<file path="src/logic/video_rx_regs_defs.svh">
`ifndef VIDEO_RX_REGS_DEFS_SVH
`define VIDEO_RX_REGS_DEFS_SVH
// Summary of operation
// - Twelve-bit screen height split over two registers, resetting to 0x2d0.
// - Read-only bit 5 shows link clock present, bit 6 data-enable activity.
// - Read-only bit 3 shows protection keys loaded successfully from nonvolatile memory.
// - Three-bit read-only link quality derived from data-enable edges.
// - Read-only bit 6 high while decryption of received video is active.
// - Read-only bit 5 is horizontal, bit 4 vertical sync polarity.
// - Detector pulse width maximum resets to 1001, minimum to 0110.
// - Oversample bit tells detector input is oversampled; pulse measurement scales.
// - Bit 6 of oversample register selects detector PAL mode.
// - Detector examines lines from start (reset 001101) to end (reset 010101).
// - Mode bit zero selects standard definition, one progressive; resets to one.
// - Override zero uses built-in counts and widths; one uses programmed values.
// - Standard definition only: two-bit pulse quota in last 3 lines, reset 10.
// - Bit 5 selects audio clock low-frequency mode; host uses below 80 MHz.
// - Low-frequency bit acts only with override bit 4 set; else automatic.

`define OFS_SCREEN_HEIGHT_HIGH     8'h2c
`define OFS_SCREEN_HEIGHT_LOW      8'h2d
`define OFS_TEST_CONTROL           8'h2e
`define OFS_LINK_STATUS            8'h2f
`define OFS_PROTECTION_SYNC_STATUS 8'h30
`define OFS_COPY_DETECT_PULSE      8'h31
`define OFS_COPY_DETECT_START      8'h32
`define OFS_COPY_DETECT_END        8'h33
`define OFS_PULSE_LIMIT_AUDIO      8'h34

`define RST_SCREEN_HEIGHT_HIGH     8'h02
`define RST_SCREEN_HEIGHT_LOW      8'hd0
`define RST_TEST_CONTROL           8'h00
`define RST_COPY_DETECT_PULSE      8'h96
`define RST_COPY_DETECT_START      8'h0d
`define RST_COPY_DETECT_END        8'h95
`define RST_PULSE_LIMIT_AUDIO      8'h80

`define POS_HEIGHT_HIGH            0
`define POS_TEST_ENABLE            7
`define POS_DE_SEEN                6
`define POS_CLOCK_PRESENT          5
`define POS_KEYS_LOADED            3
`define POS_QUALITY                0
`define POS_ENCRYPTED              6
`define POS_HSYNC_POLARITY         5
`define POS_VSYNC_POLARITY         4
`define POS_PULSE_MAX              4
`define POS_PULSE_MIN              0
`define POS_OVERSAMPLED            7
`define POS_PAL_MODE               6
`define POS_FIRST_LINE             0
`define POS_SCAN_MODE              7
`define POS_USE_PROGRAMMED         6
`define POS_LAST_LINE              0
`define POS_PULSE_QUOTA            6
`define POS_AUDIO_LOW_FREQ         5
`define POS_AUDIO_OVERRIDE         4

`define SERIAL_DEVICE_ADDR         7'h4c
`define QUALITY_WINDOW_CYCLES      16'h0400
`define QUALITY_MAX                3'h7
`endif

</file>
<file path="src/logic/video_rx_regs_pkg.sv">
package video_rx_regs_pkg;
	typedef enum logic [3:0] {
		SER_IDLE, SER_DEV_ADDR, SER_ADDR_ACK, SER_REG_ADDR, SER_REG_ACK,
		SER_WR_DATA, SER_WR_ACK, SER_RD_DATA, SER_RD_ACK, SER_RD_LOAD
	} serial_state_t;

	typedef struct packed {
		logic [3:0] height_high;
		logic [7:0] height_low;
		logic       test_enable;
		logic [3:0] pulse_max;
		logic [3:0] pulse_min;
		logic       oversampled;
		logic       pal_mode;
		logic [5:0] first_line;
		logic       scan_mode;
		logic       use_programmed;
		logic [5:0] last_line;
		logic [1:0] pulse_quota;
		logic       audio_low_freq;
		logic       audio_override;
	} config_regs_t;

	typedef struct packed {
		logic [1:0]    scl_sync;
		logic [1:0]    sda_sync;
		logic          scl_prev;
		logic          sda_prev;
		serial_state_t state;
		logic [3:0]    bit_cnt;
		logic [7:0]    shift;
		logic          rw;
		logic [7:0]    reg_ptr;
		logic          sda_oe;
		logic          audio_low_freq_eff;
		config_regs_t  regs;
	} regbank_state_t;

	typedef struct packed {
		logic [6:0] stage1;
		logic [6:0] stage2;
	} sync_state_t;

	typedef struct packed {
		logic       de_prev;
		logic       edge_seen;
		logic [15:0] win_cnt;
		logic [2:0] quality;
	} quality_state_t;
endpackage : video_rx_regs_pkg

</file>
<file path="src/logic/link_status_if.sv">
`timescale 1ns/1ps
`default_nettype none
interface link_status_if;
	logic       clock_present;
	logic       de_seen;
	logic       keys_loaded;
	logic       encrypted;
	logic       hsync_polarity;
	logic       vsync_polarity;
	logic       de_level;
	logic [2:0] quality;

	modport sync (output clock_present, de_seen, keys_loaded, encrypted,
		hsync_polarity, vsync_polarity, de_level);
	modport grade (input de_level, output quality);
	modport regs (input clock_present, de_seen, keys_loaded, encrypted,
		hsync_polarity, vsync_polarity, quality);
endinterface : link_status_if
`default_nettype wire

</file>
<file path="src/logic/link_status_sync.sv">
`timescale 1ns/1ps
`default_nettype none
module link_status_sync
	import video_rx_regs_pkg::*;
(
	input  wire logic       i_ref_clk,
	input  wire logic       i_rst,
	input  wire logic [6:0] i_raw,
	link_status_if.sync     status
);
	sync_state_t q;
	sync_state_t next_q;

	always_comb
	begin
		next_q = q;
		next_q.stage1 = i_raw;
		next_q.stage2 = q.stage1;
	end

	always_ff @(posedge i_ref_clk)
	begin
		if (i_rst)
			q <= '0;
		else
			q <= next_q;
	end

	assign status.clock_present  = q.stage2[0];
	assign status.de_seen        = q.stage2[1];
	assign status.keys_loaded    = q.stage2[2];
	assign status.encrypted      = q.stage2[3];
	assign status.hsync_polarity = q.stage2[4];
	assign status.vsync_polarity = q.stage2[5];
	assign status.de_level       = q.stage2[6];
endmodule : link_status_sync
`default_nettype wire

</file>
<file path="src/logic/link_quality.sv">
`timescale 1ns/1ps
`default_nettype none
`include "video_rx_regs_defs.svh"
module link_quality
	import video_rx_regs_pkg::*;
#(
	parameter logic [15:0] WINDOW = `QUALITY_WINDOW_CYCLES
)(
	input  wire logic   i_ref_clk,
	input  wire logic   i_rst,
	link_status_if.grade status
);
	quality_state_t q;
	quality_state_t next_q;

	// Each window with data-enable edges raises the grade until it saturates at 7, an idle one clears it
	always_comb
	begin
		next_q = q;
		next_q.de_prev = status.de_level;
		if (status.de_level && !q.de_prev)
			next_q.edge_seen = 1'b1;
		if (q.win_cnt == WINDOW - 16'h0001)
		begin
			next_q.win_cnt = '0;
			next_q.edge_seen = 1'b0;
			if (!(q.edge_seen || (status.de_level && !q.de_prev)))
				next_q.quality = '0;
			else if (q.quality != `QUALITY_MAX)
				next_q.quality = q.quality + 3'h1;
		end
		else
			next_q.win_cnt = q.win_cnt + 16'h0001;
	end

	always_ff @(posedge i_ref_clk)
	begin
		if (i_rst)
			q <= '0;
		else
			q <= next_q;
	end

	assign status.quality = q.quality;
endmodule : link_quality
`default_nettype wire

</file>
<file path="src/logic/video_rx_status_config_regs.sv">
`timescale 1ns/1ps
`default_nettype none
`include "video_rx_regs_defs.svh"
module video_rx_status_config_regs
	import video_rx_regs_pkg::*;
#(
	parameter logic [6:0]  DEVICE_ADDR    = `SERIAL_DEVICE_ADDR,
	parameter logic [15:0] QUALITY_WINDOW = `QUALITY_WINDOW_CYCLES
)(
	input  wire logic       i_ref_clk,
	input  wire logic       i_rst,
	input  wire logic       i_scl,
	input  wire logic       i_sda,
	output logic            o_sda,
	output logic            o_sda_oe,
	input  wire logic       i_link_clock_present,
	input  wire logic       i_link_data_enable_seen,
	input  wire logic       i_protection_keys_loaded,
	input  wire logic       i_content_encrypted,
	input  wire logic       i_hsync_polarity,
	input  wire logic       i_vsync_polarity,
	input  wire logic       i_link_de,
	input  wire logic       i_audio_auto_low_freq,
	output logic [11:0]     o_screen_height,
	output logic            o_test_enable,
	output logic [4:0]      o_copy_detect_pulse_max,
	output logic [4:0]      o_copy_detect_pulse_min,
	output logic            o_copy_detect_oversampled,
	output logic            o_copy_detect_pal_mode,
	output logic [5:0]      o_copy_detect_first_line,
	output logic [5:0]      o_copy_detect_last_line,
	output logic            o_copy_detect_scan_mode,
	output logic            o_copy_detect_use_programmed,
	output logic [1:0]      o_copy_detect_pulse_quota,
	output logic            o_copy_detect_quota_enable,
	output logic            o_audio_low_freq
);
	import video_rx_regs_pkg::*;

	link_status_if status ();

	link_status_sync u_sync (
		.i_ref_clk (i_ref_clk),
		.i_rst     (i_rst),
		.i_raw     ({i_link_de, i_vsync_polarity, i_hsync_polarity, i_content_encrypted,
			i_protection_keys_loaded, i_link_data_enable_seen, i_link_clock_present}),
		.status    (status.sync)
	);

	link_quality #(
		.WINDOW (QUALITY_WINDOW)
	) u_quality (
		.i_ref_clk (i_ref_clk),
		.i_rst     (i_rst),
		.status    (status.grade)
	);

	// Only writable offsets are decoded; status and unmapped offsets drop the byte
	function automatic config_regs_t write_reg(input config_regs_t r, input logic [7:0] a,
		input logic [7:0] d);
		config_regs_t w;
		w = r;
		case (a)
			`OFS_SCREEN_HEIGHT_HIGH:
				w.height_high = d[`POS_HEIGHT_HIGH +: 4];
			`OFS_SCREEN_HEIGHT_LOW:
				w.height_low = d;
			`OFS_TEST_CONTROL:
				w.test_enable = d[`POS_TEST_ENABLE];
			`OFS_COPY_DETECT_PULSE:
			begin
				w.pulse_max = d[`POS_PULSE_MAX +: 4];
				w.pulse_min = d[`POS_PULSE_MIN +: 4];
			end
			`OFS_COPY_DETECT_START:
			begin
				w.oversampled = d[`POS_OVERSAMPLED];
				w.pal_mode    = d[`POS_PAL_MODE];
				w.first_line  = d[`POS_FIRST_LINE +: 6];
			end
			`OFS_COPY_DETECT_END:
			begin
				w.scan_mode      = d[`POS_SCAN_MODE];
				w.use_programmed = d[`POS_USE_PROGRAMMED];
				w.last_line      = d[`POS_LAST_LINE +: 6];
			end
			`OFS_PULSE_LIMIT_AUDIO:
			begin
				w.pulse_quota    = d[`POS_PULSE_QUOTA +: 2];
				w.audio_low_freq = d[`POS_AUDIO_LOW_FREQ];
				w.audio_override = d[`POS_AUDIO_OVERRIDE];
			end
			default:
				w = r;
		endcase
		return w;
	endfunction : write_reg

	// Reset defaults, also serving as the detector's built-in settings
	function automatic config_regs_t default_regs();
		config_regs_t r;
		r = '0;
		r = write_reg(r, `OFS_SCREEN_HEIGHT_HIGH, `RST_SCREEN_HEIGHT_HIGH);
		r = write_reg(r, `OFS_SCREEN_HEIGHT_LOW, `RST_SCREEN_HEIGHT_LOW);
		r = write_reg(r, `OFS_TEST_CONTROL, `RST_TEST_CONTROL);
		r = write_reg(r, `OFS_COPY_DETECT_PULSE, `RST_COPY_DETECT_PULSE);
		r = write_reg(r, `OFS_COPY_DETECT_START, `RST_COPY_DETECT_START);
		r = write_reg(r, `OFS_COPY_DETECT_END, `RST_COPY_DETECT_END);
		r = write_reg(r, `OFS_PULSE_LIMIT_AUDIO, `RST_PULSE_LIMIT_AUDIO);
		return r;
	endfunction : default_regs

	function automatic logic [7:0] read_reg(input config_regs_t r, input logic [7:0] a,
		input logic [7:0] link_byte, input logic [7:0] prot_byte);
		logic [7:0] d;
		d = 8'h00;
		case (a)
			`OFS_SCREEN_HEIGHT_HIGH:
				d[`POS_HEIGHT_HIGH +: 4] = r.height_high;
			`OFS_SCREEN_HEIGHT_LOW:
				d = r.height_low;
			`OFS_TEST_CONTROL:
				d[`POS_TEST_ENABLE] = r.test_enable;
			`OFS_LINK_STATUS:
				d = link_byte;
			`OFS_PROTECTION_SYNC_STATUS:
				d = prot_byte;
			`OFS_COPY_DETECT_PULSE:
			begin
				d[`POS_PULSE_MAX +: 4] = r.pulse_max;
				d[`POS_PULSE_MIN +: 4] = r.pulse_min;
			end
			`OFS_COPY_DETECT_START:
			begin
				d[`POS_OVERSAMPLED]     = r.oversampled;
				d[`POS_PAL_MODE]        = r.pal_mode;
				d[`POS_FIRST_LINE +: 6] = r.first_line;
			end
			`OFS_COPY_DETECT_END:
			begin
				d[`POS_SCAN_MODE]      = r.scan_mode;
				d[`POS_USE_PROGRAMMED] = r.use_programmed;
				d[`POS_LAST_LINE +: 6] = r.last_line;
			end
			`OFS_PULSE_LIMIT_AUDIO:
			begin
				d[`POS_PULSE_QUOTA +: 2] = r.pulse_quota;
				d[`POS_AUDIO_LOW_FREQ]   = r.audio_low_freq;
				d[`POS_AUDIO_OVERRIDE]   = r.audio_override;
			end
			default:
				d = 8'h00;
		endcase
		return d;
	endfunction : read_reg

	localparam config_regs_t BUILTIN = default_regs();

	regbank_state_t q;
	regbank_state_t next_q;
	logic           scl;
	logic           sda;
	logic           scl_rise;
	logic           scl_fall;
	logic           start_seen;
	logic           stop_seen;
	logic [7:0]     link_byte;
	logic [7:0]     prot_byte;
	logic [7:0]     read_byte;

	assign scl        = q.scl_sync[1];
	assign sda        = q.sda_sync[1];
	assign scl_rise   = scl && !q.scl_prev;
	assign scl_fall   = !scl && q.scl_prev;
	assign start_seen = scl && q.scl_prev && q.sda_prev && !sda;
	assign stop_seen  = scl && q.scl_prev && !q.sda_prev && sda;

	always_comb
	begin
		link_byte = 8'h00;
		link_byte[`POS_DE_SEEN]       = status.de_seen;
		link_byte[`POS_CLOCK_PRESENT] = status.clock_present;
		link_byte[`POS_KEYS_LOADED]   = status.keys_loaded;
		link_byte[`POS_QUALITY +: 3]  = status.quality;
		prot_byte = 8'h00;
		prot_byte[`POS_ENCRYPTED]      = status.encrypted;
		prot_byte[`POS_HSYNC_POLARITY] = status.hsync_polarity;
		prot_byte[`POS_VSYNC_POLARITY] = status.vsync_polarity;
	end

	assign read_byte = read_reg(q.regs, q.reg_ptr, link_byte, prot_byte);

	always_comb
	begin
		next_q = q;
		next_q.scl_sync = {q.scl_sync[0], i_scl};
		next_q.sda_sync = {q.sda_sync[0], i_sda};
		next_q.scl_prev = scl;
		next_q.sda_prev = sda;
		next_q.audio_low_freq_eff = q.regs.audio_override ? q.regs.audio_low_freq
			: i_audio_auto_low_freq;
		if (start_seen)
		begin
			next_q.state   = SER_DEV_ADDR;
			next_q.bit_cnt = '0;
			next_q.sda_oe  = 1'b0;
		end
		else if (stop_seen)
		begin
			next_q.state  = SER_IDLE;
			next_q.sda_oe = 1'b0;
		end
		else
		begin
			case (q.state)
				SER_IDLE:
					next_q.sda_oe = 1'b0;
				SER_DEV_ADDR, SER_REG_ADDR, SER_WR_DATA:
				begin
					if (scl_rise)
					begin
						next_q.shift   = {q.shift[6:0], sda};
						next_q.bit_cnt = q.bit_cnt + 4'h1;
					end
					else if (scl_fall && q.bit_cnt == 4'h8)
					begin
						next_q.bit_cnt = '0;
						next_q.sda_oe  = 1'b1;
						if (q.state == SER_DEV_ADDR)
						begin
							if (q.shift[7:1] == DEVICE_ADDR)
							begin
								next_q.rw    = q.shift[0];
								next_q.state = SER_ADDR_ACK;
							end
							else
							begin
								next_q.sda_oe = 1'b0;
								next_q.state  = SER_IDLE;
							end
						end
						else if (q.state == SER_REG_ADDR)
						begin
							next_q.reg_ptr = q.shift;
							next_q.state   = SER_REG_ACK;
						end
						else
						begin
							next_q.regs    = write_reg(q.regs, q.reg_ptr, q.shift);
							next_q.reg_ptr = q.reg_ptr + 8'h01;
							next_q.state   = SER_WR_ACK;
						end
					end
				end
				SER_ADDR_ACK:
				begin
					if (scl_fall)
					begin
						next_q.bit_cnt = '0;
						if (q.rw)
						begin
							next_q.shift  = read_byte;
							next_q.sda_oe = !read_byte[7];
							next_q.state  = SER_RD_DATA;
						end
						else
						begin
							next_q.sda_oe = 1'b0;
							next_q.state  = SER_REG_ADDR;
						end
					end
				end
				SER_REG_ACK, SER_WR_ACK:
				begin
					if (scl_fall)
					begin
						next_q.sda_oe  = 1'b0;
						next_q.bit_cnt = '0;
						next_q.state   = SER_WR_DATA;
					end
				end
				SER_RD_DATA:
				begin
					if (scl_rise)
						next_q.bit_cnt = q.bit_cnt + 4'h1;
					else if (scl_fall)
					begin
						if (q.bit_cnt == 4'h8)
						begin
							next_q.sda_oe  = 1'b0;
							next_q.reg_ptr = q.reg_ptr + 8'h01;
							next_q.state   = SER_RD_ACK;
						end
						else
						begin
							next_q.shift  = {q.shift[6:0], 1'b0};
							next_q.sda_oe = !q.shift[6];
						end
					end
				end
				SER_RD_ACK:
				begin
					if (scl_rise)
						next_q.state = sda ? SER_IDLE : SER_RD_LOAD;
				end
				SER_RD_LOAD:
				begin
					if (scl_fall)
					begin
						next_q.bit_cnt = '0;
						next_q.shift   = read_byte;
						next_q.sda_oe  = !read_byte[7];
						next_q.state   = SER_RD_DATA;
					end
				end
				default:
				begin
					next_q.state  = SER_IDLE;
					next_q.sda_oe = 1'b0;
				end
			endcase
		end
	end

	always_ff @(posedge i_ref_clk)
	begin
		if (i_rst)
		begin
			q       <= '0;
			q.state <= SER_IDLE;
			{q.scl_sync, q.sda_sync, q.scl_prev, q.sda_prev} <= 6'h3f;
			q.regs  <= default_regs();
		end
		else
			q <= next_q;
	end

	assign o_sda    = 1'b0;
	assign o_sda_oe = q.sda_oe;

	assign o_screen_height = {q.regs.height_high, q.regs.height_low};
	assign o_test_enable   = q.regs.test_enable;

	// Programmed or built-in detector settings, widths doubled when oversampled
	config_regs_t cd;
	assign cd = q.regs.use_programmed ? q.regs : BUILTIN;

	assign o_copy_detect_pulse_max = q.regs.oversampled ? {cd.pulse_max, 1'b0}
		: {1'b0, cd.pulse_max};
	assign o_copy_detect_pulse_min = q.regs.oversampled ? {cd.pulse_min, 1'b0}
		: {1'b0, cd.pulse_min};
	assign o_copy_detect_first_line     = cd.first_line;
	assign o_copy_detect_last_line      = cd.last_line;
	assign o_copy_detect_oversampled    = q.regs.oversampled;
	assign o_copy_detect_pal_mode       = q.regs.pal_mode;
	assign o_copy_detect_scan_mode      = q.regs.scan_mode;
	assign o_copy_detect_use_programmed = q.regs.use_programmed;
	assign o_copy_detect_pulse_quota    = q.regs.pulse_quota;
	assign o_copy_detect_quota_enable   = !q.regs.scan_mode;
	assign o_audio_low_freq             = q.audio_low_freq_eff;
endmodule : video_rx_status_config_regs
`default_nettype wire

</file>
<file path="config.mk">
export PLATFORM = sky130hd
export DESIGN_NAME = video_rx_status_config_regs
export DESIGN_NICKNAME = d
export VERILOG_FILES = /design/src/logic/video_rx_regs_pkg.sv /design/src/logic/link_status_if.sv /design/src/logic/link_status_sync.sv /design/src/logic/link_quality.sv /design/src/logic/video_rx_status_config_regs.sv
export VERILOG_INCLUDE_DIRS = /design/src /design/src/logic
export SDC_FILE = /design/constraint.sdc
export NUM_CORES = 1
export LEC_CHECK = 0
export BUFFER_PORTS_ARGS = -buffer_cell sky130_fd_sc_hd__buf_2
export CAP_MARGIN = 20
export CORE_AREA = 3 3 123 125
export CTS_CLUSTER_DIAMETER = 60
export DETAILED_ROUTE_END_ITERATION = 10
export DIE_AREA = 0 0 126 128
export PLACE_DENSITY = 0.65
export SYNTH_ARGS = -nofsm -noshare
export SYNTH_HDL_FRONTEND = slang
export SYNTH_SLANG_ARGS = --single-unit
</file>
<file path="constraint.sdc">
create_clock -name i_ref_clk -period 2.6 [get_ports i_ref_clk]
set_clock_uncertainty 0.1 [all_clocks]
set_input_delay 0.65 -clock i_ref_clk [delete_from_list [all_inputs] [get_ports i_ref_clk]]
set_output_delay 0.65 -clock i_ref_clk [all_outputs]
set_load 0.03 [all_outputs]
</file>
==> impl_metrics.json, run 1 <==
{
  "postSynthCellCount": 701,
  "fin_setup_tns_ps": 0,
  "crit_required_ps": 1850,
  "synth_nets": 722,
  "cts_buffer_depth": 2,
  "status": "finished, final reports clean",
  "antenna_found_initial": 0,
  "vdd_drop_max_mv": 0.400,
  "yosysSeqAreaShare": 0.390,
  "cts_sinks": 109,
  "postCtsSetupBuffers": 0,
  "clk_latency_ps": 350,
  "coreArea_sq_um": 14000,
  "stdcell_count": 911,
  "final_nets": 747,
  "worst_pin_slew_ps": 757,
  "cts_made_buffers": 9,
  "first_global_vias": 4672,
  "arrival_ps": 1630,
  "pin_count": 57,
  "synth.most_common_cell": "dfxtp_1",
  "ys_ff_latch": 109,
  "dieWidth_microns": 126,
  "worst-setup-path-type": "reg -> out",
  "end_kind": "primary output",
  "overflow": 0,
  "cts_resized": 0,
  "grt_max_degree": 37,
  "setup_viol": 0,
  "rsz0062_at_grt": "no",
  "fin_crit_sh": 0.917,
  "synth.area.top_cells": "dfxtp_1, nand3_1, a21oi_1",
  "grt_usage": 0.181,
  "start_util": 0.400,
  "netlist_area_sq_um": 5600,
  "port_buffers": 55,
  "p_leak_nw": 2.30,
  "drive_above_1_share": 0.167,
  "drtIter0Drc": 582,
  "crit_path_max_fanout": 17,
  "slew_headroom": 0.495,
  "num_antenna_cells": 0,
  "rows": 43,
  "hold_path_class": "reg -> reg",
  "viasPerCell": 5.65,
  "ant_nets": 0,
  "finalWirelength_microns": 15000,
  "cts_tree": "built",
  "cts_root_buffer": "clkbuf_16",
  "dieHeight_microns": 128,
  "area_growth_pct": 12.3,
  "synth_flop_cell": "dfxtp_1",
  "vias": 5144,
  "h-tree-depth": 3,
  "wl_per_cell_microns": 16.4,
  "synth_edf_count": 0,
  "post-route-drc-count": 0,
  "die_area_sq_um": 16100,
  "drv_cap": 0,
  "period_minus_slack_ps": 2380,
  "gp_congestion": 0.942,
  "avgSynthCellArea_sq_um": 7.99,
  "synth_commonest_cells": "dfxtp_1, nand2_1, nor2_1",
  "dr.pass1.iters": 6,
  "grt_pass1_wl_microns": 24000,
  "hold_violations": 0,
  "power.density_nw_per_um2": 507,
  "synth_cell_type_count": 73,
  "yosys.area.top_type": "dfxtp_1",
  "yosys_warnings": 0,
  "place_inst": 895,
  "path_clk_slew_ps": 70,
  "cts_hold_buf": 0,
  "cp-start-kind": "register",
  "place_hpwl_microns": 10700,
  "async_flop_share": 0,
  "fmax_ghz": 0.419,
  "maxSlewViolCount": 0,
  "synth_top_area_frac": 0.390
}
[stage by stage]
stage	power [mW]	utilization	hold WS (ps)	area, sq um	setup slack (ps)
after floorplan	1.84	-	289	5600	319
after global placement	1.88	0.428	290	5990	330
after detailed placement	1.88	0.428	293	5990	270
after CTS	3.23	0.449	312	6290	198
after global routing	3.32	0.450	323	6290	46.6
final	3.19	0.450	310	6290	216
[final cells by class]
type                       count  area, sq um
fill                        1432         7700
clock inverter                 7         68.8
tap                          180          225
clock buffer                   9          225
multi-input combinational    503         3010
inverter                      18         67.6
timing repair buffer          85          513
sequential                   109         2180
[registers in the layout, summed over array words and instances (netlist names), 2 cells and up]
name	flops
q	49
u_quality.q	18
o_screen_height	12
u_sync.next_q	7
next_q	4
u_quality.status.quality	3
o_copy_detect_pulse_quota	2
[placed cells by master, fill, tap and decap left out, drive strengths merged, types with 5 or more instances in the layout]
master | synthesis | routed
nor3b | 6 | 6
dfxtp | 109 | 109
inv | 18 | 21
xor2 | 12 | 12
nand2 | 71 | 71
and3 | 6 | 6
o21ai | 30 | 30
nand4 | 8 | 8
nand3 | 56 | 56
nor4 | 5 | 5
nand3b | 17 | 17
nor2 | 60 | 60
mux2i | 8 | 8
a222oi | 6 | 6
a31oi | 8 | 8
clkbuf | 42 | 9
a22oi | 8 | 8
nor3 | 10 | 10
a21oi | 54 | 54
buf | 29 | 85
xnor2 | 5 | 5
ha | 9 | 9
or2 | 10 | 10
o211ai | 7 | 7
nor2b | 27 | 27
nand2b | 11 | 11
and2 | 9 | 9
[report_power, final]
part	switching, mW	internal, mW	total (mW)
logic	0.0794	0.0517	0.131
clock network	0.675	0.676	1.35
registers	0.0171	1.69	1.71
total	0.771	2.42	3.19
[routing by layer]
| metal | track usage | routed length [microns] | share of wire | vias to the layer above |
|---|---|---|---|---|
| met5 | 0 | 0 | 0 | - |
| met4 | 0.0473 | 255 | 0.017 | 0 |
| met3 | 0.0329 | 942 | 0.063 | 21 |
| met2 | 0.302 | 7170 | 0.48 | 183 |
| met1 | 0.244 | 6600 | 0.44 | 2435 |
| li1 | - | - | - | 2505 |
[kinds of logic (layout without fill, tap and decap cells)]
group,count (synthesis),after routing,synth area share
XOR/XNOR,17,17,0.0266
other,1,1,0.000670
adder cells (fa/ha/maj),9,9,0.0201
buffers and inverters,89,119,0.0737
AO/OA/AOI/OAI,155,155,0.180
AND/OR/NAND/NOR,312,312,0.293
multiplexers,9,9,0.0163
flip-flops,109,109,0.390
[worst max-delay path: stages, from the launching register on]
cell and delay [ps]:
dfxtp_1 700, buf_4 240, nor2b_1 130, buf_2 200
[final timing paths]
path                                start                          to  slack (ps)  depth (start not counted)
min                            next_q[73]                  next_q[69]         310                          1
min reg2reg                    next_q[73]                  next_q[69]         310                          1
max reg2reg                         q[66]                       q[63]         230                          6
max          o_copy_detect_use_programmed  o_copy_detect_pulse_max[2]         220                          3
Note: power is estimated with default switching activity, not from simulation.
==> run 2: changes to the inputs <==
--- a/config.mk
+++ b/config.mk
@@ -6,7 +6,7 @@
 export SDC_FILE = /design/constraint.sdc
 export NUM_CORES = 1
 export LEC_CHECK = 0
-export BUFFER_PORTS_ARGS = -buffer_cell sky130_fd_sc_hd__buf_2
+export BUFFER_PORTS_ARGS = -buffer_cell sky130_fd_sc_hd__buf_4
 export CAP_MARGIN = 20
 export CORE_AREA = 3 3 123 125
 export CTS_CLUSTER_DIAMETER = 60
==> run 2 against run 1 <==
  * Sequential cell count unchanged
  * Power up 3.7%
  * Largest cell class unchanged
  * Highest routed layer unchanged
  * Global-route usage up 0.58 points
==> impl_metrics.json, run 2 (synthesis results as in run 1) <==
{
  "crit_required_ps": 1850,
  "start_util": 0.400,
  "dr.pass1.iters": 5,
  "rows": 43,
  "r2r_cells": 9,
  "fin_crit_sh": 0.926,
  "holdWs_ps": 316,
  "place_inst": 900,
  "hold_violations": 0,
  "largest_register_ffs": 49,
  "p_leak_nw": 2.37,
  "viasPerCell": 5.68,
  "reg2reg_slack_ps": 220,
  "largest-register": "q",
  "port_buffers": 55,
  "power_mw": 3.31,
  "power.density_nw_per_um2": 510,
  "vdd_drop_max_mv": 0.277,
  "pin_count": 57,
  "die_area_sq_um": 16100,
  "grt_max_degree": 40,
  "pre_cts_ws_ps": 287,
  "end_kind": "primary output",
  "maxSlewViolCount": 0,
  "gp_congestion": 0.883,
  "status": "finished, final reports clean",
  "hold_path_class": "reg -> reg",
  "cts_hold_buf": 0,
  "cp-startpoint": "o_copy_detect_use_programmed",
  "slew_headroom": 0.544,
  "dieHeight_microns": 128,
  "endpoint": "o_copy_detect_pulse_max[3]",
  "path_clk_slew_ps": 80,
  "vias": 5199,
  "grt_pass1_wl_microns": 24500,
  "cts_root_buffer": "clkbuf_16",
  "crit_path_max_fanout": 16,
  "worst_pin_slew_ps": 685,
  "layout_commonest_cell": "dfxtp_1",
  "fin_area_sq_um": 6480,
  "wl_per_cell_microns": 16.7,
  "final_cell_mix": "dfxtp_1, buf_4, nand2_1",
  "post-route-drc-count": 0,
  "place_area_sq_um": 6170,
  "first_global_vias": 4848,
  "setup_viol": 0,
  "postCtsSetupBuffers": 0,
  "multiInputGateArea_sq_um": 3010,
  "place_hpwl_microns": 11000,
  "cts_resized": 0,
  "cts_tree": "built",
  "cp-start-kind": "register",
  "clk_latency_ps": 360,
  "cts_made_buffers": 9,
  "worstReg2RegEnd": "q[45]",
  "period_minus_slack_ps": 2410,
  "drtIter0Drc": 556,
  "stdcell_count": 916,
  "coreArea_sq_um": 14000,
  "num_antenna_cells": 0,
  "grt_usage": 0.187,
  "cts_sinks": 109,
  "seqCellArea_sq_um": 2180,
  "drv_cap": 0,
  "finalWirelength_microns": 15300,
  "area_growth_pct": 15.8,
  "post-route-util": 0.464,
  "drive_above_1_share": 0.171,
  "fin_setup_tns_ps": 0,
  "antenna_found_initial": 0,
  "fillCellCount": 1397,
  "fmax_ghz": 0.415,
  "final_nets": 752,
  "h-tree-depth": 3,
  "arrival_ps": 1660,
  "dieWidth_microns": 126,
  "overflow": 0,
  "cts_buffer_depth": 2,
  "worst-setup-path-type": "reg -> out",
  "rsz0062_at_grt": "no",
  "ant_nets": 0,
  "reg2reg_from": "q[60]",
  "layout_setup_ws_ps": 191
}
==> run 2: critical path, stage by stage (launching register included) <==
cell and delay (ps):
dfxtp_1 720, nor2b_1 270, o21ai_0 100, buf_4 200
==> run 2: metal layers <==
metal / global-route usage / vias to the layer above / wire length [microns]
met5: 0 / - / 0
met4: 0.0700 / 0 / 345
met3: 0.0358 / 24 / 980
met1: 0.246 / 2484 / 6780
met2: 0.307 / 178 / 7210
li1: - / 2513 / -
==> run 2: layout make-up <==
type	count	area share
Inverter	18	0.0104
Clock buffer	9	0.0347
Multi-Input combinational cell	503	0.463
Clock inverter	7	0.0141
Tap cell	180	0.0347
Sequential cell	109	0.336
Timing Repair Buffer	90	0.106
==> run 2: where the power goes <==
group	total [mW]	switching, mW	internal, mW	leakage (nW)
registers	1.71	0.0173	1.69	0.884
clock network	1.46	0.689	0.772	0.151
logic	0.138	0.0805	0.0572	1.34
==> run 2: how the worst min path moves through the flow <==
| stage | start | end | slack, ps | depth (start not counted) |
|---|---|---|---|---|
| 3_3_place_gp | next_q[73] | next_q[69] | 290 | 1 |
| 2_1_floorplan | next_q[71] | next_q[68] | 290 | 1 |
| 5_1_grt | next_q[73] | next_q[69] | 330 | 1 |
| 6_report | next_q[73] | next_q[69] | 320 | 1 |
| 4_1_cts | next_q[73] | next_q[69] | 320 | 1 |
| 3_5_place_dp | next_q[73] | next_q[69] | 300 | 1 |
